==> config.mk <==
export PLATFORM = sky130hd
export DESIGN_NAME = dispenser_trigger_ready_io
export DESIGN_NICKNAME = d
export VERILOG_FILES = /design/src/rtl/dispenser_pkg.sv /design/src/rtl/dispenser_trigger_ready_io.sv
export VERILOG_INCLUDE_DIRS = /design/src /design/src/rtl
export SDC_FILE = /design/constraint.sdc
export NUM_CORES = 1
export LEC_CHECK = 0
export ABC_AREA = 1
export BUFFER_PORTS_ARGS = -buffer_cell sky130_fd_sc_hd__buf_2
export CORE_MARGIN = 4
export CORE_UTILIZATION = 45
export DETAILED_ROUTE_END_ITERATION = 6
export SLEW_MARGIN = 10
export SYNTH_ARGS = -nofsm -noshare
export SYNTH_HDL_FRONTEND = slang
export SYNTH_SLANG_ARGS = --single-unit
==> constraint.sdc <==
create_clock -name clk -period 6.35 [get_ports clk]
set_input_delay 0.9525 -clock clk [delete_from_list [all_inputs] [get_ports clk]]
set_output_delay 0.9525 -clock clk [all_outputs]
set_load 0.03 [all_outputs]
==> src/rtl/dispenser_cfg.svh <==
// constants for the trigger and ready logic block
`ifndef DISPENSER_CFG_SVH
`define DISPENSER_CFG_SVH
`define MAX_CH          16
`define ADDR_W          8
`define CLK_HZ          100000000
`define SEC_PER_MIN     60
`define STEPS_PER_REV   200
`define VOL_W           16
`define RATE_W          16
`define LEFT_W          24
`define ACC_W           35
`define IRQ_W           3
// register byte addresses
`define OFS_ENABLE      8'h00
`define OFS_MODE        8'h04
`define OFS_VOLUME      8'h08
`define OFS_RATE        8'h0c
`define OFS_REF         8'h10
`define OFS_STATE       8'h14
`define OFS_IRQ_STAT    8'h18
`define OFS_IRQ_MASK    8'h1c
// interrupt status bits
`define IRQ_TRIG        0
`define IRQ_DONE        1
`define IRQ_FAULT       2
// field positions in the state register
`define STATE_FAULT_LSB 16
// channel mode codes
`define MODE_PRIME      2'h0
`define MODE_DISPENSE   2'h1
`define MODE_METER      2'h2
`endif

==> src/rtl/dispenser_pkg.sv <==
// types shared by the trigger and ready logic block
`include "dispenser_cfg.svh"
package dispenser_pkg;
  typedef logic [1:0] chan_mode_t;

  typedef struct packed {
    logic                                 sys_s1;
    logic                                 sys_s2;
    logic                                 sys_s3;
    logic [`MAX_CH-1:0]                   trig_s1;
    logic [`MAX_CH-1:0]                   trig_s2;
    logic [`MAX_CH-1:0]                   trig_s3;
    logic [`MAX_CH-1:0]                   sel_prev;
    logic [`MAX_CH-1:0]                   en;
    logic [`MAX_CH-1:0]                   ref_need;
    logic [`MAX_CH-1:0][1:0]              mode;
    logic [`VOL_W-1:0]                    volume;
    logic [`RATE_W-1:0]                   rate;
    logic [`MAX_CH-1:0]                   busy;
    logic [`MAX_CH-1:0]                   metering;
    logic [`MAX_CH-1:0][`LEFT_W-1:0]      steps_left;
    logic [`MAX_CH-1:0][`ACC_W-1:0]       acc;
    logic [`MAX_CH-1:0]                   step;
    logic [`MAX_CH-1:0]                   fault_prev;
    logic [`IRQ_W-1:0]                    irq_stat;
    logic [`IRQ_W-1:0]                    irq_mask;
    logic                                 irq;
    logic [`MAX_CH-1:0]                   ready;
    logic                                 sys_ready;
    logic                                 sys_ok;
    logic [31:0]                          rdata;
  } state_t;
endpackage : dispenser_pkg

==> src/rtl/dispenser_trigger_ready_io.sv <==
// trigger, ready and fault logic of a multi-channel pump dispensing controller
// What this block does
// a system trigger starts a cycle on every eligible idle channel in meter mode, or in dispense mode with nonzero volume
// channels in prime mode ignore the system trigger completely
// dispense mode fires eligible channels once on the trigger rising edge
// meter mode runs eligible channels while the trigger is held, stops on release
// disabled, faulted or reference-needing channels are never started by system trigger
// system ready is true only while every channel is ready
// system fault output is true while no channel is faulted
// each output is high (switch conducting) while its signal is true
// a channel trigger starts only its channel, in dispense or meter mode
// channel trigger is ignored in prime, on fault, or while reference is needed
// each channel has its own ready output showing idle versus busy
// a single channel can be started by its logic input alone
// volume is whole revolutions, rate is revolutions per minute
// two hundred motor steps are issued per commanded revolution
// no setting survives reset; all parameters return to defaults
// the controller must program all settings before relying on triggers
// software cannot enable a channel while its hold switch is engaged
// reset brings every channel up enabled unless its hold switch is engaged
// trigger inputs are synchronised and edge detected before use
`timescale 1ns/1ns
`default_nettype none
`include "dispenser_cfg.svh"
module dispenser_trigger_ready_io
  import dispenser_pkg::*;
#(
  parameter int NCH = 4
) (
  input  wire logic              clk,
  input  wire logic              srst,
  input  wire logic [`ADDR_W-1:0] reg_addr,
  input  wire logic [31:0]       reg_wdata,
  input  wire logic              reg_wr,
  input  wire logic              reg_rd,
  output logic      [31:0]       reg_rdata,
  input  wire logic              system_trigger_input,
  input  wire logic [NCH-1:0]    chan_trigger_in,
  input  wire logic [NCH-1:0]    chan_fault_in,
  input  wire logic [NCH-1:0]    channel_hold_disable_switch,
  input  wire logic [NCH-1:0]    chan_select_btn,
  output logic      [NCH-1:0]    chan_step_out,
  output logic      [NCH-1:0]    chan_ready_out,
  output logic                   sys_ready_out,
  output logic                   sys_fault_ok_out,
  output logic                   irq_out
);

  // one step is due each time the accumulator passes clock rate times a minute
  localparam logic [`ACC_W-1:0] STEP_LIMIT =
    `ACC_W'(64'(`CLK_HZ) * 64'(`SEC_PER_MIN));
  localparam logic [`MAX_CH-1:0] CH_MASK = `MAX_CH'((64'h1 << NCH) - 64'h1);

  generate
    if (NCH < 1 || NCH > `MAX_CH) begin : g_bad_nch
      $error("NCH must lie between 1 and MAX_CH");
    end
  endgenerate

  state_t q;
  state_t d;

  logic                      sys_edge;
  logic [`MAX_CH-1:0]        chan_edge;
  logic [`MAX_CH-1:0]        hold;
  logic [`MAX_CH-1:0]        fault;
  logic [`MAX_CH-1:0]        sel;
  logic [`MAX_CH-1:0]        elig;
  logic [`IRQ_W-1:0]         irq_set;
  logic [`IRQ_W-1:0]         irq_clr;
  logic [`LEFT_W-1:0]        step_inc;
  logic [`ACC_W-1:0]         acc_sum;
  logic                      run_meter;
  logic                      fire;

  // a channel may be started only while enabled, healthy, referenced and not priming
  function automatic logic eligible(input logic en, input logic flt,
                                    input logic refn, input chan_mode_t m);
    eligible = en & ~flt & ~refn & (m != `MODE_PRIME);
  endfunction : eligible

  // write decode shared by every register
  function automatic logic hit(input logic [`ADDR_W-1:0] a,
                               input logic [`ADDR_W-1:0] ofs);
    hit = (a == ofs);
  endfunction : hit

  // unused upper channels are held at zero so they never look busy or faulted
  assign hold  = `MAX_CH'(channel_hold_disable_switch);
  assign fault = `MAX_CH'(chan_fault_in);
  assign sel   = `MAX_CH'(chan_select_btn);

  // next-state logic for the whole block
  always_comb begin
    d         = q;
    irq_set   = '0;
    irq_clr   = '0;
    acc_sum   = '0;
    run_meter = 1'b0;
    fire      = 1'b0;
    step_inc  = `LEFT_W'(q.rate) * `LEFT_W'(`STEPS_PER_REV);

    // two-stage synchronisers, third stage only feeds the edge detectors
    d.sys_s1  = system_trigger_input;
    d.sys_s2  = q.sys_s1;
    d.sys_s3  = q.sys_s2;
    d.trig_s1 = `MAX_CH'(chan_trigger_in);
    d.trig_s2 = q.trig_s1;
    d.trig_s3 = q.trig_s2;
    sys_edge  = q.sys_s2 & ~q.sys_s3;
    chan_edge = q.trig_s2 & ~q.trig_s3 & CH_MASK;

    // momentary select toggles the software enable
    d.sel_prev = sel;
    d.en       = q.en ^ (sel & ~q.sel_prev);

    // register writes
    if (reg_wr) begin
      if (hit(reg_addr, `OFS_ENABLE)) begin
        d.en = `MAX_CH'(reg_wdata) & ~hold;
      end
      if (hit(reg_addr, `OFS_MODE)) begin
        d.mode = reg_wdata;
      end
      if (hit(reg_addr, `OFS_VOLUME)) begin
        d.volume = reg_wdata[`VOL_W-1:0];
      end
      if (hit(reg_addr, `OFS_RATE)) begin
        d.rate = reg_wdata[`RATE_W-1:0];
      end
      if (hit(reg_addr, `OFS_REF)) begin
        d.ref_need = q.ref_need & ~`MAX_CH'(reg_wdata);
      end
      if (hit(reg_addr, `OFS_IRQ_STAT)) begin
        irq_clr = reg_wdata[`IRQ_W-1:0];
      end
      if (hit(reg_addr, `OFS_IRQ_MASK)) begin
        d.irq_mask = reg_wdata[`IRQ_W-1:0];
      end
    end
    // an engaged hold switch keeps the channel disabled whatever else happens
    d.en = d.en & ~hold & CH_MASK;

    // per-channel cycle control and step generation
    for (int c = 0; c < `MAX_CH; c++) begin
      elig[c]   = eligible(q.en[c], fault[c], q.ref_need[c], q.mode[c]);
      d.step[c] = 1'b0;
      // meter: run while either trigger is held, stop on release
      run_meter = elig[c] & (q.mode[c] == `MODE_METER)
                  & (q.sys_s2 | q.trig_s2[c]);
      // dispense: one start per rising edge, system or own channel
      fire = elig[c] & (q.mode[c] == `MODE_DISPENSE) & ~q.busy[c]
             & (sys_edge | chan_edge[c]) & (q.volume != '0);
      if (q.mode[c] == `MODE_METER) begin
        if (q.busy[c] && !run_meter) begin
          irq_set[`IRQ_DONE] = 1'b1;
        end
        d.busy[c]     = run_meter;
        d.metering[c] = run_meter;
      end else if (fire) begin
        d.busy[c]       = 1'b1;
        d.metering[c]   = 1'b0;
        d.steps_left[c] = `LEFT_W'(q.volume) * `LEFT_W'(`STEPS_PER_REV);
      end else if (q.busy[c] && (!elig[c] || q.mode[c] != `MODE_DISPENSE)) begin
        // fault, disable or mode change aborts a dispense in progress
        d.busy[c]     = 1'b0;
        d.metering[c] = 1'b0;
      end else if (q.busy[c] && q.steps_left[c] == '0) begin
        // the last step has gone out, so ready rises only after that pulse
        d.busy[c]          = 1'b0;
        irq_set[`IRQ_DONE] = 1'b1;
      end
      // phase accumulator turns rpm into evenly spaced steps
      if (q.busy[c]) begin
        acc_sum = q.acc[c] + `ACC_W'(step_inc);
        if (acc_sum >= STEP_LIMIT) begin
          d.acc[c]  = acc_sum - STEP_LIMIT;
          d.step[c] = d.busy[c];
          if (!q.metering[c] && d.busy[c]) begin
            d.steps_left[c] = q.steps_left[c] - `LEFT_W'(1);
          end
        end else begin
          d.acc[c] = acc_sum;
        end
      end else begin
        d.acc[c] = '0;
      end
    end
    d.busy     = d.busy & CH_MASK;
    d.metering = d.metering & CH_MASK;
    d.step     = d.step & CH_MASK;

    // interrupt events; a set in the clearing cycle survives
    if (sys_edge) begin
      irq_set[`IRQ_TRIG] = 1'b1;
    end
    d.fault_prev = fault;
    if ((fault & ~q.fault_prev) != '0) begin
      irq_set[`IRQ_FAULT] = 1'b1;
    end
    d.irq_stat = (q.irq_stat & ~irq_clr) | irq_set;
    d.irq      = (d.irq_stat & d.irq_mask) != '0;

    // pin outputs: high means the isolator switch conducts
    d.ready     = ~d.busy & CH_MASK;
    d.sys_ready = (d.ready & CH_MASK) == CH_MASK;
    d.sys_ok    = (fault & CH_MASK) == '0;

    // read data stands in the cycle after the strobe only
    d.rdata = '0;
    if (reg_rd) begin
      case (reg_addr)
        `OFS_ENABLE:   d.rdata = 32'(q.en);
        `OFS_MODE:     d.rdata = q.mode;
        `OFS_VOLUME:   d.rdata = 32'(q.volume);
        `OFS_RATE:     d.rdata = 32'(q.rate);
        `OFS_REF:      d.rdata = 32'(q.ref_need);
        `OFS_STATE: begin
          d.rdata = 32'(q.busy);
          d.rdata[`STATE_FAULT_LSB +: `MAX_CH] = fault;
        end
        `OFS_IRQ_STAT: d.rdata = 32'(q.irq_stat);
        `OFS_IRQ_MASK: d.rdata = 32'(q.irq_mask);
        default:       d.rdata = '0;
      endcase
    end
  end

  // state register; reset restores every setting since nothing is retained
  always_ff @(posedge clk) begin
    if (srst) begin
      q            <= '0;
      q.en         <= CH_MASK;
      q.ref_need   <= CH_MASK;
      q.ready      <= CH_MASK;
      q.sys_ready  <= 1'b1;
      q.sys_ok     <= 1'b1;
    end else begin
      q <= d;
    end
  end

  assign reg_rdata        = q.rdata;
  assign chan_step_out    = q.step[NCH-1:0];
  assign chan_ready_out   = q.ready[NCH-1:0];
  assign sys_ready_out    = q.sys_ready;
  assign sys_fault_ok_out = q.sys_ok;
  assign irq_out          = q.irq;

endmodule : dispenser_trigger_ready_io
`default_nettype wire

==> impl_metrics.py, run 1 <==
metrics = {
    "outcome": {
        "status": "complete, no violations",
    },
    "yosys": {
        "synth_top_family_by_area": "simple AND/OR/NAND/NOR gates",
        "synthTopCellsByArea": "dfxtp_1 24%, nand2_1 19%, inv_1 10%",
        "synthXorXnorAreaFrac_pct": 4.20,
        "yosysTopAreaCellShare_pct": 24.2,
        "syn_area_sq_um": 32000,
        "synth_simple_gate_area_share_pct": 38.6,
        "synth_mux_area_share_pct": 0.500,
        "synth_compound_area_share_pct": 9.46,
        "synth_edf_count": 0,
        "synth.distinct_cells": 56,
        "yosys_warnings": 0,
        "ys_seq_area_share_pct": 24.2,
        "synthAdderAreaFrac_pct": 9.87,
        "synth.avg_cell_area_sq_um": 5.96,
        "synthFlopType": "dfxtp_1",
        "ys_ff_latch": 388,
        "synth_cells": 5376,
        "synth_nets": 5674,
        "synthArstFlopShare_pct": 0,
        "synth_top_cell_by_area": "dfxtp_1",
    },
    "placed_design": {
        "numPortBuffers": 103,
        "place_inst": 6386,
        "hpwlAfterDp_microns": 80000,
        "placed_area_sq_um": 33800,
        "routabilityCongestion": 0.917,
    },
    "grt": {
        "grtUsageTotal_pct": 26.3,
        "antenna_found_initial": 3,
        "grt_pass1_vias": 30400,
        "grt_pass1_wl_microns": 160000,
        "grt_overflow_total": 0,
        "grt_max_degree": 83,
    },
    "timing": {
        "fmax_mhz": 166,
        "timing.final.crit_share_pct": 95.0,
        "hold_viol_final": 0,
        "setup_viol": 0,
        "max_slew_margin_pct": 16.2,
        "setup_tns_ns": 0,
        "tightestPinTransition_ns": 1.24,
        "fin_hold_ws_ns": 0.403,
        "layout_min_cycle_time_ns": 6.03,
        "fin_skew_ns": 0.0262,
        "slew_viol_final": 0,
        "rsz0062_at_grt": "true",
    },
    "worst_setup_path": {
        "critical_path_class": "flip-flop to flip-flop",
        "cp-start-kind": "flip-flop",
        "r2r-start": "q[1067]",
        "crit_start": "q[1067]",
        "worstPathArrival_ns": 6.53,
        "crit_path_max_fanout": 22,
        "cp_common_cell": "nand2_1",
        "end_kind": "flip-flop",
        "path_buf_inv": 3,
        "critPathTopFamily": "simple AND/OR/NAND/NOR gates",
        "cp_slowest_cell": "fa_1",
        "worstPathRequired_ns": 6.85,
        "critPathMaxStageDelay_ns": 0.43,
    },
    "power": {
        "power_w": 0.00549,
        "cellLeakagePower_nw": 19.0,
        "pwr_density_cell_nw_per_um2": 152,
        "ir_worst_vdd_mv": 0.208,
    },
    "routing": {
        "drtAntennaViolNets": 0,
        "finalWirelength_microns": 103000,
        "via_per_inst": 5.11,
        "num_vias": 33200,
        "wl_per_cell_microns": 15.9,
        "drt_iter0_markers": 2609,
        "first_pass_iters": 5,
        "route.detailed.drc": 0,
    },
    "job": {
        "cap_violations": 0,
    },
    "die": {
        "die_x_microns": 275,
        "io_pins": 104,
        "dieArea_sq_um": 75500,
        "std_cell_rows": 97,
        "start_util_pct": 45.6,
        "die_height_microns": 275,
        "core_sq_um": 70300,
    },
    "cells_and_area": {
        "drive_above_1_share_pct": 9.13,
        "stdcell_area_sq_um": 36300,
        "layout_commonest_cell": "nand2_1",
        "nets": 5825,
        "mostFrequentLayoutCells": "1616 x nand2_1, 875 x inv_1, 700 x nor2_1",
        "n_fill_cell": 7374,
        "syn_to_final_growth_pct": 13.2,
        "finalNonFillerCells": 6503,
    },
    "cts": {
        "clk_pin_slew_worst_paths_ns": 0.06,
        "cts_hold_buffers": 0,
        "cts_buffers": 48,
        "cts_root_buffer": "clkbuf_16",
        "h-tree-depth": 2,
        "clk_latency_ns": 0.63,
        "clockBufferDepth": 3,
        "cts.sinks": 388,
        "cts_tree": "built",
    },
    "worst_hold_path": {
        "hold_path_class": "flip-flop to flip-flop",
        "hp-start": "d[1194]",
    },
}
## worst paths after layout
path	to	slack [ns]	cells past startpoint
hold reg to reg	d[1178]	0.40	2
setup / recovery	q[660]	0.32	28
setup reg to reg	q[660]	0.32	28
hold / removal	d[1178]	0.40	2
## sequential cells by signal, indices dropped and copies added, names as in the netlist
name,flops
irq_out,1
sys_ready_out,1
d,10
chan_ready_out,4
q,335
sys_fault_ok_out,1
reg_rdata,32
chan_step_out,4
## what timing repair did
action / 4_1_cts / 5_1_grt
resized for setup: 3 / 137
endpoints found under the setup margin: 36 / 200
pin swaps: 1 / 21
setup buffers: 1 / 24
cloned: 0 / 6
## worst register-to-register path, delay by kind of cell (launching register included)
kind	cells	cell delay, ns
compound gates	7	1.02
buf+inv	3	0.58
xor+xnor	1	0.17
simple gates	12	2.08
flops	1	0.41
fa+ha+maj	5	1.64
## area by class of cell
cell class | count | area, sq um | share of cell area, %
multi-input combinational | 3959 | 20500 | 56.7
antenna | 1 | 2.50 | 0.00690
clock inverter | 22 | 304 | 0.839
timing repair buffer | 242 | 1750 | 4.83
tap | 940 | 1180 | 3.24
inverter | 888 | 3340 | 9.21
clock buffer | 63 | 1360 | 3.74
sequential | 388 | 7770 | 21.4
## metrics by stage
stage / utilization (%) / worst slack [ns]
detailed placement: 48.1 / -0.0810
global route: 51.6 / -0.0757
global placement: 48.1 / 0.000630
floorplan: - / 0.841
finish: 51.6 / 0.319
CTS: 50.5 / 0.0122
## layer usage
layer  vias to the layer above  share of wire (%)  track usage, %
li1                      17100                  -               -
met1                     15100                 45            35.3
met4                         0                3.6            9.04
met5                         -                  0               0
met2                       861                 46            44.3
met3                       196                5.5            2.55
## where the power goes
group / switching (W) / internal (W)
registers: 0.00000469 / 0.00245
logic: 0.0000959 / 0.0000398
clock network: 0.00119 / 0.00172
## synth_stat cells (all sizes together), types with 52 or more instances
cell type  number
nand2        1647
inv           884
nor2          757
dfxtp         388
nand3         348
a21oi         263
o21ai         237
ha            211
xor2           99
nand4          88
buf            87
nor3           75
clkbuf         55
xnor2          52
## logic make-up after synthesis
logic type / Yosys count
AND/OR/NAND/NOR: 2986
buffers and inverters: 1030
AO/OA/AOI/OAI: 568
flip-flops: 388
adder cells (fa/ha/maj): 237
XOR/XNOR: 151
multiplexers: 16
(Power assumes the default switching activity.)
==> run 2, diff against run 1 <==
- ABC_AREA: 1 -> default
- BUFFER_PORTS_ARGS: -buffer_cell sky130_fd_sc_hd__buf_2 -> default
- DONT_BUFFER_PORTS: default -> 1
==> run 2 against run 1 <==
The flow now finishes with violations (setup timing). Synthesized area shrank 15%. Final area shrank 0.38%. Combinational power shrank 56%. Power shrank 3.4%. Die area shrank 15%. Via count shrank 17%. Sequential cell count is the same. First-iteration DRC count shrank 12%. Final cell count shrank 28%. Register-to-register slack lost 0.98 ns. Non-clock buffer count grew 322. Critical endpoint is now q[657]. Largest power group unchanged.
==> impl_metrics.py, run 2 <==
metrics = {
    "yosys": {
        "synth_top_cell_by_area": "dfxtp_1",
        "synthFlopType": "dfxtp_1",
        "ys_ff_latch": 388,
        "synth_edf_count": 0,
        "synth_cells": 3458,
        "ys_top_cells_by_count": "388 x dfxtp_1, 372 x nand2_1, 295 x nor2_1, 288 x a21oi_1, 211 x ha_1",
        "synth.avg_cell_area_sq_um": 7.85,
        "synth.distinct_cells": 94,
        "ys_seq_area_share_pct": 28.6,
        "synthTopCellsByArea": "dfxtp_1 29%, ha_1 9.7%, a21oi_1 5.3%",
        "yosys_warnings": 0,
        "syn_area_sq_um": 27200,
        "synthArstFlopShare_pct": 0,
        "yosysTopAreaCellShare_pct": 28.6,
        "synth_nets": 3756,
        "yosysMostFrequentCell": "dfxtp_1",
    },
    "power": {
        "share_comb_of_total_power_pct": 1.1,
        "p_sw_share_pct": 22.8,
        "p_int_w": 0.00410,
        "p_switching_w": 0.00121,
        "power_w": 0.00531,
        "pwr_density_cell_nw_per_um2": 147,
        "ir_worst_vdd_mv": 0.201,
        "cellLeakagePower_nw": 15.2,
        "power_frac_seq_pct": 46.2,
        "clockPowerShare_pct": 52.7,
    },
    "worst_setup_path": {
        "cp_common_cell": "ha_4",
        "end_kind": "flip-flop",
        "critPathMaxStageDelay_ns": 0.55,
        "cp-endpoint": "q[657]",
        "crit_start": "q[1068]",
        "cp-start-kind": "flip-flop",
        "r2r-start": "q[1068]",
        "reg2reg_depth": 30,
        "cp_slowest_cell": "fa_2",
        "crit_path_max_fanout": 4,
        "critical_path_class": "flip-flop to flip-flop",
        "worstPathArrival_ns": 7.52,
        "reg2reg_slack_ns": -0.66,
        "worstPathRequired_ns": 6.86,
        "r2r-end": "q[657]",
    },
    "routing": {
        "wl_per_cell_microns": 19.9,
        "first_pass_iters": 6,
        "drt_iter0_markers": 2297,
        "route.detailed.drc": 0,
        "finalWirelength_microns": 93500,
        "via_per_inst": 5.91,
        "num_vias": 27700,
        "drtAntennaViolNets": 0,
    },
    "die": {
        "start_util_pct": 45.8,
        "die_x_microns": 254,
        "io_pins": 104,
        "std_cell_rows": 89,
        "dieArea_sq_um": 64300,
        "die_height_microns": 254,
        "core_sq_um": 59400,
    },
    "timing": {
        "worst_slack_ns": -0.660,
        "setup_tns_ns": -84.44,
        "fmax_mhz": 143,
        "timing.final.crit_share_pct": 110,
        "setup_viol": 199,
        "max_slew_margin_pct": 8.61,
        "hold_viol_final": 0,
        "slew_viol_final": 0,
        "rsz0062_at_grt": "true",
        "tightestPinTransition_ns": 1.36,
        "layout_min_cycle_time_ns": 7.01,
        "fin_skew_ns": 0.0456,
    },
    "cells_and_area": {
        "n_fill_cell": 5071,
        "diodes": 0,
        "layout_commonest_cell": "buf_4",
        "largest_register_ffs": 335,
        "drive_above_1_share_pct": 26.1,
        "mostFrequentLayoutCells": "466 x buf_4, 384 x dfxtp_1, 363 x nand2_1",
        "nets": 4177,
        "syn_to_final_growth_pct": 33.0,
        "largest-register": "q",
    },
    "placed_design": {
        "pre_cts_slack_ns": -1.02,
        "numPortBuffers": 0,
        "routabilityCongestion": 0.925,
        "hpwlAfterDp_microns": 66300,
    },
    "worst_hold_path": {
        "hold_path_class": "input pin to flip-flop",
        "hp-start": "reg_wdata[13]",
    },
    "grt": {
        "grt_pass1_vias": 26100,
        "grtUsageTotal_pct": 27.1,
        "antenna_found_initial": 2,
        "grt_pass1_wl_microns": 142000,
        "grt_max_degree": 191,
        "grt_overflow_total": 0,
    },
    "cts": {
        "cts_root_buffer": "clkbuf_16",
        "h-tree-depth": 2,
        "cts_tree": "built",
        "cts_buffers": 47,
        "clk_latency_ns": 0.62,
        "cts_hold_buffers": 0,
        "cts.sinks": 388,
        "clockBufferDepth": 3,
        "clk_pin_slew_worst_paths_ns": 0.06,
    },
    "outcome": {
        "status": "complete, but fails checks",
        "violations": "setup timing",
    },
    "job": {
        "cap_violations": 0,
    },
}
-- run 2: cell types whose count changed in the layout (fill, tap and decap cells not counted), sizes merged, moves of 54 or more --
cell   before  now
or3         1   58
buf       237  563
nor2      757  295
nand4      88   29
nand3     349   89
inv       885  199
a22oi       0   54
xnor2      52  132
o21ai     237  153
a21o        3   59
nand2    1647  374
-- run 2: through the flow --
step	util (%)	cells	hold slack, ns	area (sq um)
detailed placement	52.6	4485	0.423	31200
floorplan	-	3458	0.412	27900
CTS	57.6	4631	0.390	34200
finish	60.8	4688	0.410	36100
global placement	52.6	4485	0.419	31200
global route	60.8	4688	0.396	36100
-- run 2: layout make-up --
class | instances | area (sq um) | area share [%]
clock buffers | 66 | 1360 | 3.76
clock inverters | 19 | 250 | 0.693
inverters | 199 | 749 | 2.08
multi-input cells | 2679 | 20300 | 56.1
flip-flops and latches | 388 | 7780 | 21.5
well taps | 773 | 967 | 2.68
repair buffers | 564 | 4740 | 13.1
-- run 2: cells by family (layout without fill, tap and decap cells) --
| logic type | after synthesis | count (layout) | share of synthesized area [%] |
|---|---|---|---|
| buffers and inverters | 394 | 848 | 6.10 |
| muxes | 26 | 26 | 1.03 |
| DFF | 388 | 388 | 28.6 |
| AOI/OAI and AO/OA | 966 | 968 | 23.7 |
| adders and majority gates | 237 | 237 | 11.6 |
| xor gates and xnor gates | 206 | 206 | 6.64 |
| and+or+nand+nor | 1241 | 1242 | 22.3 |
-- run 2: critical path, delay by kind of cell, from the launching register on --
kind	cells	cell delay, ns
and+or+nand+nor	5	1.39
adders and majority gates	5	1.47
xor gates and xnor gates	1	0.17
buffers and inverters	3	0.54
AOI/OAI and AO/OA	16	2.95
DFF	1	0.37
-- run 2: worst min-delay path by stage --
stage               cells past startpoint  slack (ns)  endpoint
floorplan                               2        0.41   q[1133]
global route                            1        0.40   q[1136]
finish                                  1        0.41   q[1142]
CTS                                     1        0.39   q[1136]
detailed placement                      2        0.42   q[1142]
global placement                        2        0.42   q[1143]
-- run 2: timing repair --
action                                  in CTS  in global routing
endpoints found under the setup margin     200                200
pin swaps                                   86                198
gates resized for setup                    187                309
buffers inserted                            56                 69
gates cloned                                 5                  2
-- run 2: power groups by stage --
stage,Combinational [W],Sequential (W),Clock (W)
6_report,0.0000599,0.00245,0.00280
3_5_place_dp,0.0000564,0.00251,0
3_3_place_gp,0.0000552,0.00251,0
5_1_grt,0.0000649,0.00245,0.00294
4_1_cts,0.0000577,0.00245,0.00284
2_1_floorplan,0.0000542,0.00250,0
-- run 2: metal layers --
layer	track usage [%]	wire length, microns	vias to the layer above
met4	8.28	2770	0
met3	4.09	5630	157
li1	-	-	13300
met2	45.1	44200	856
met5	0	0	-
met1	36.6	40900	13400
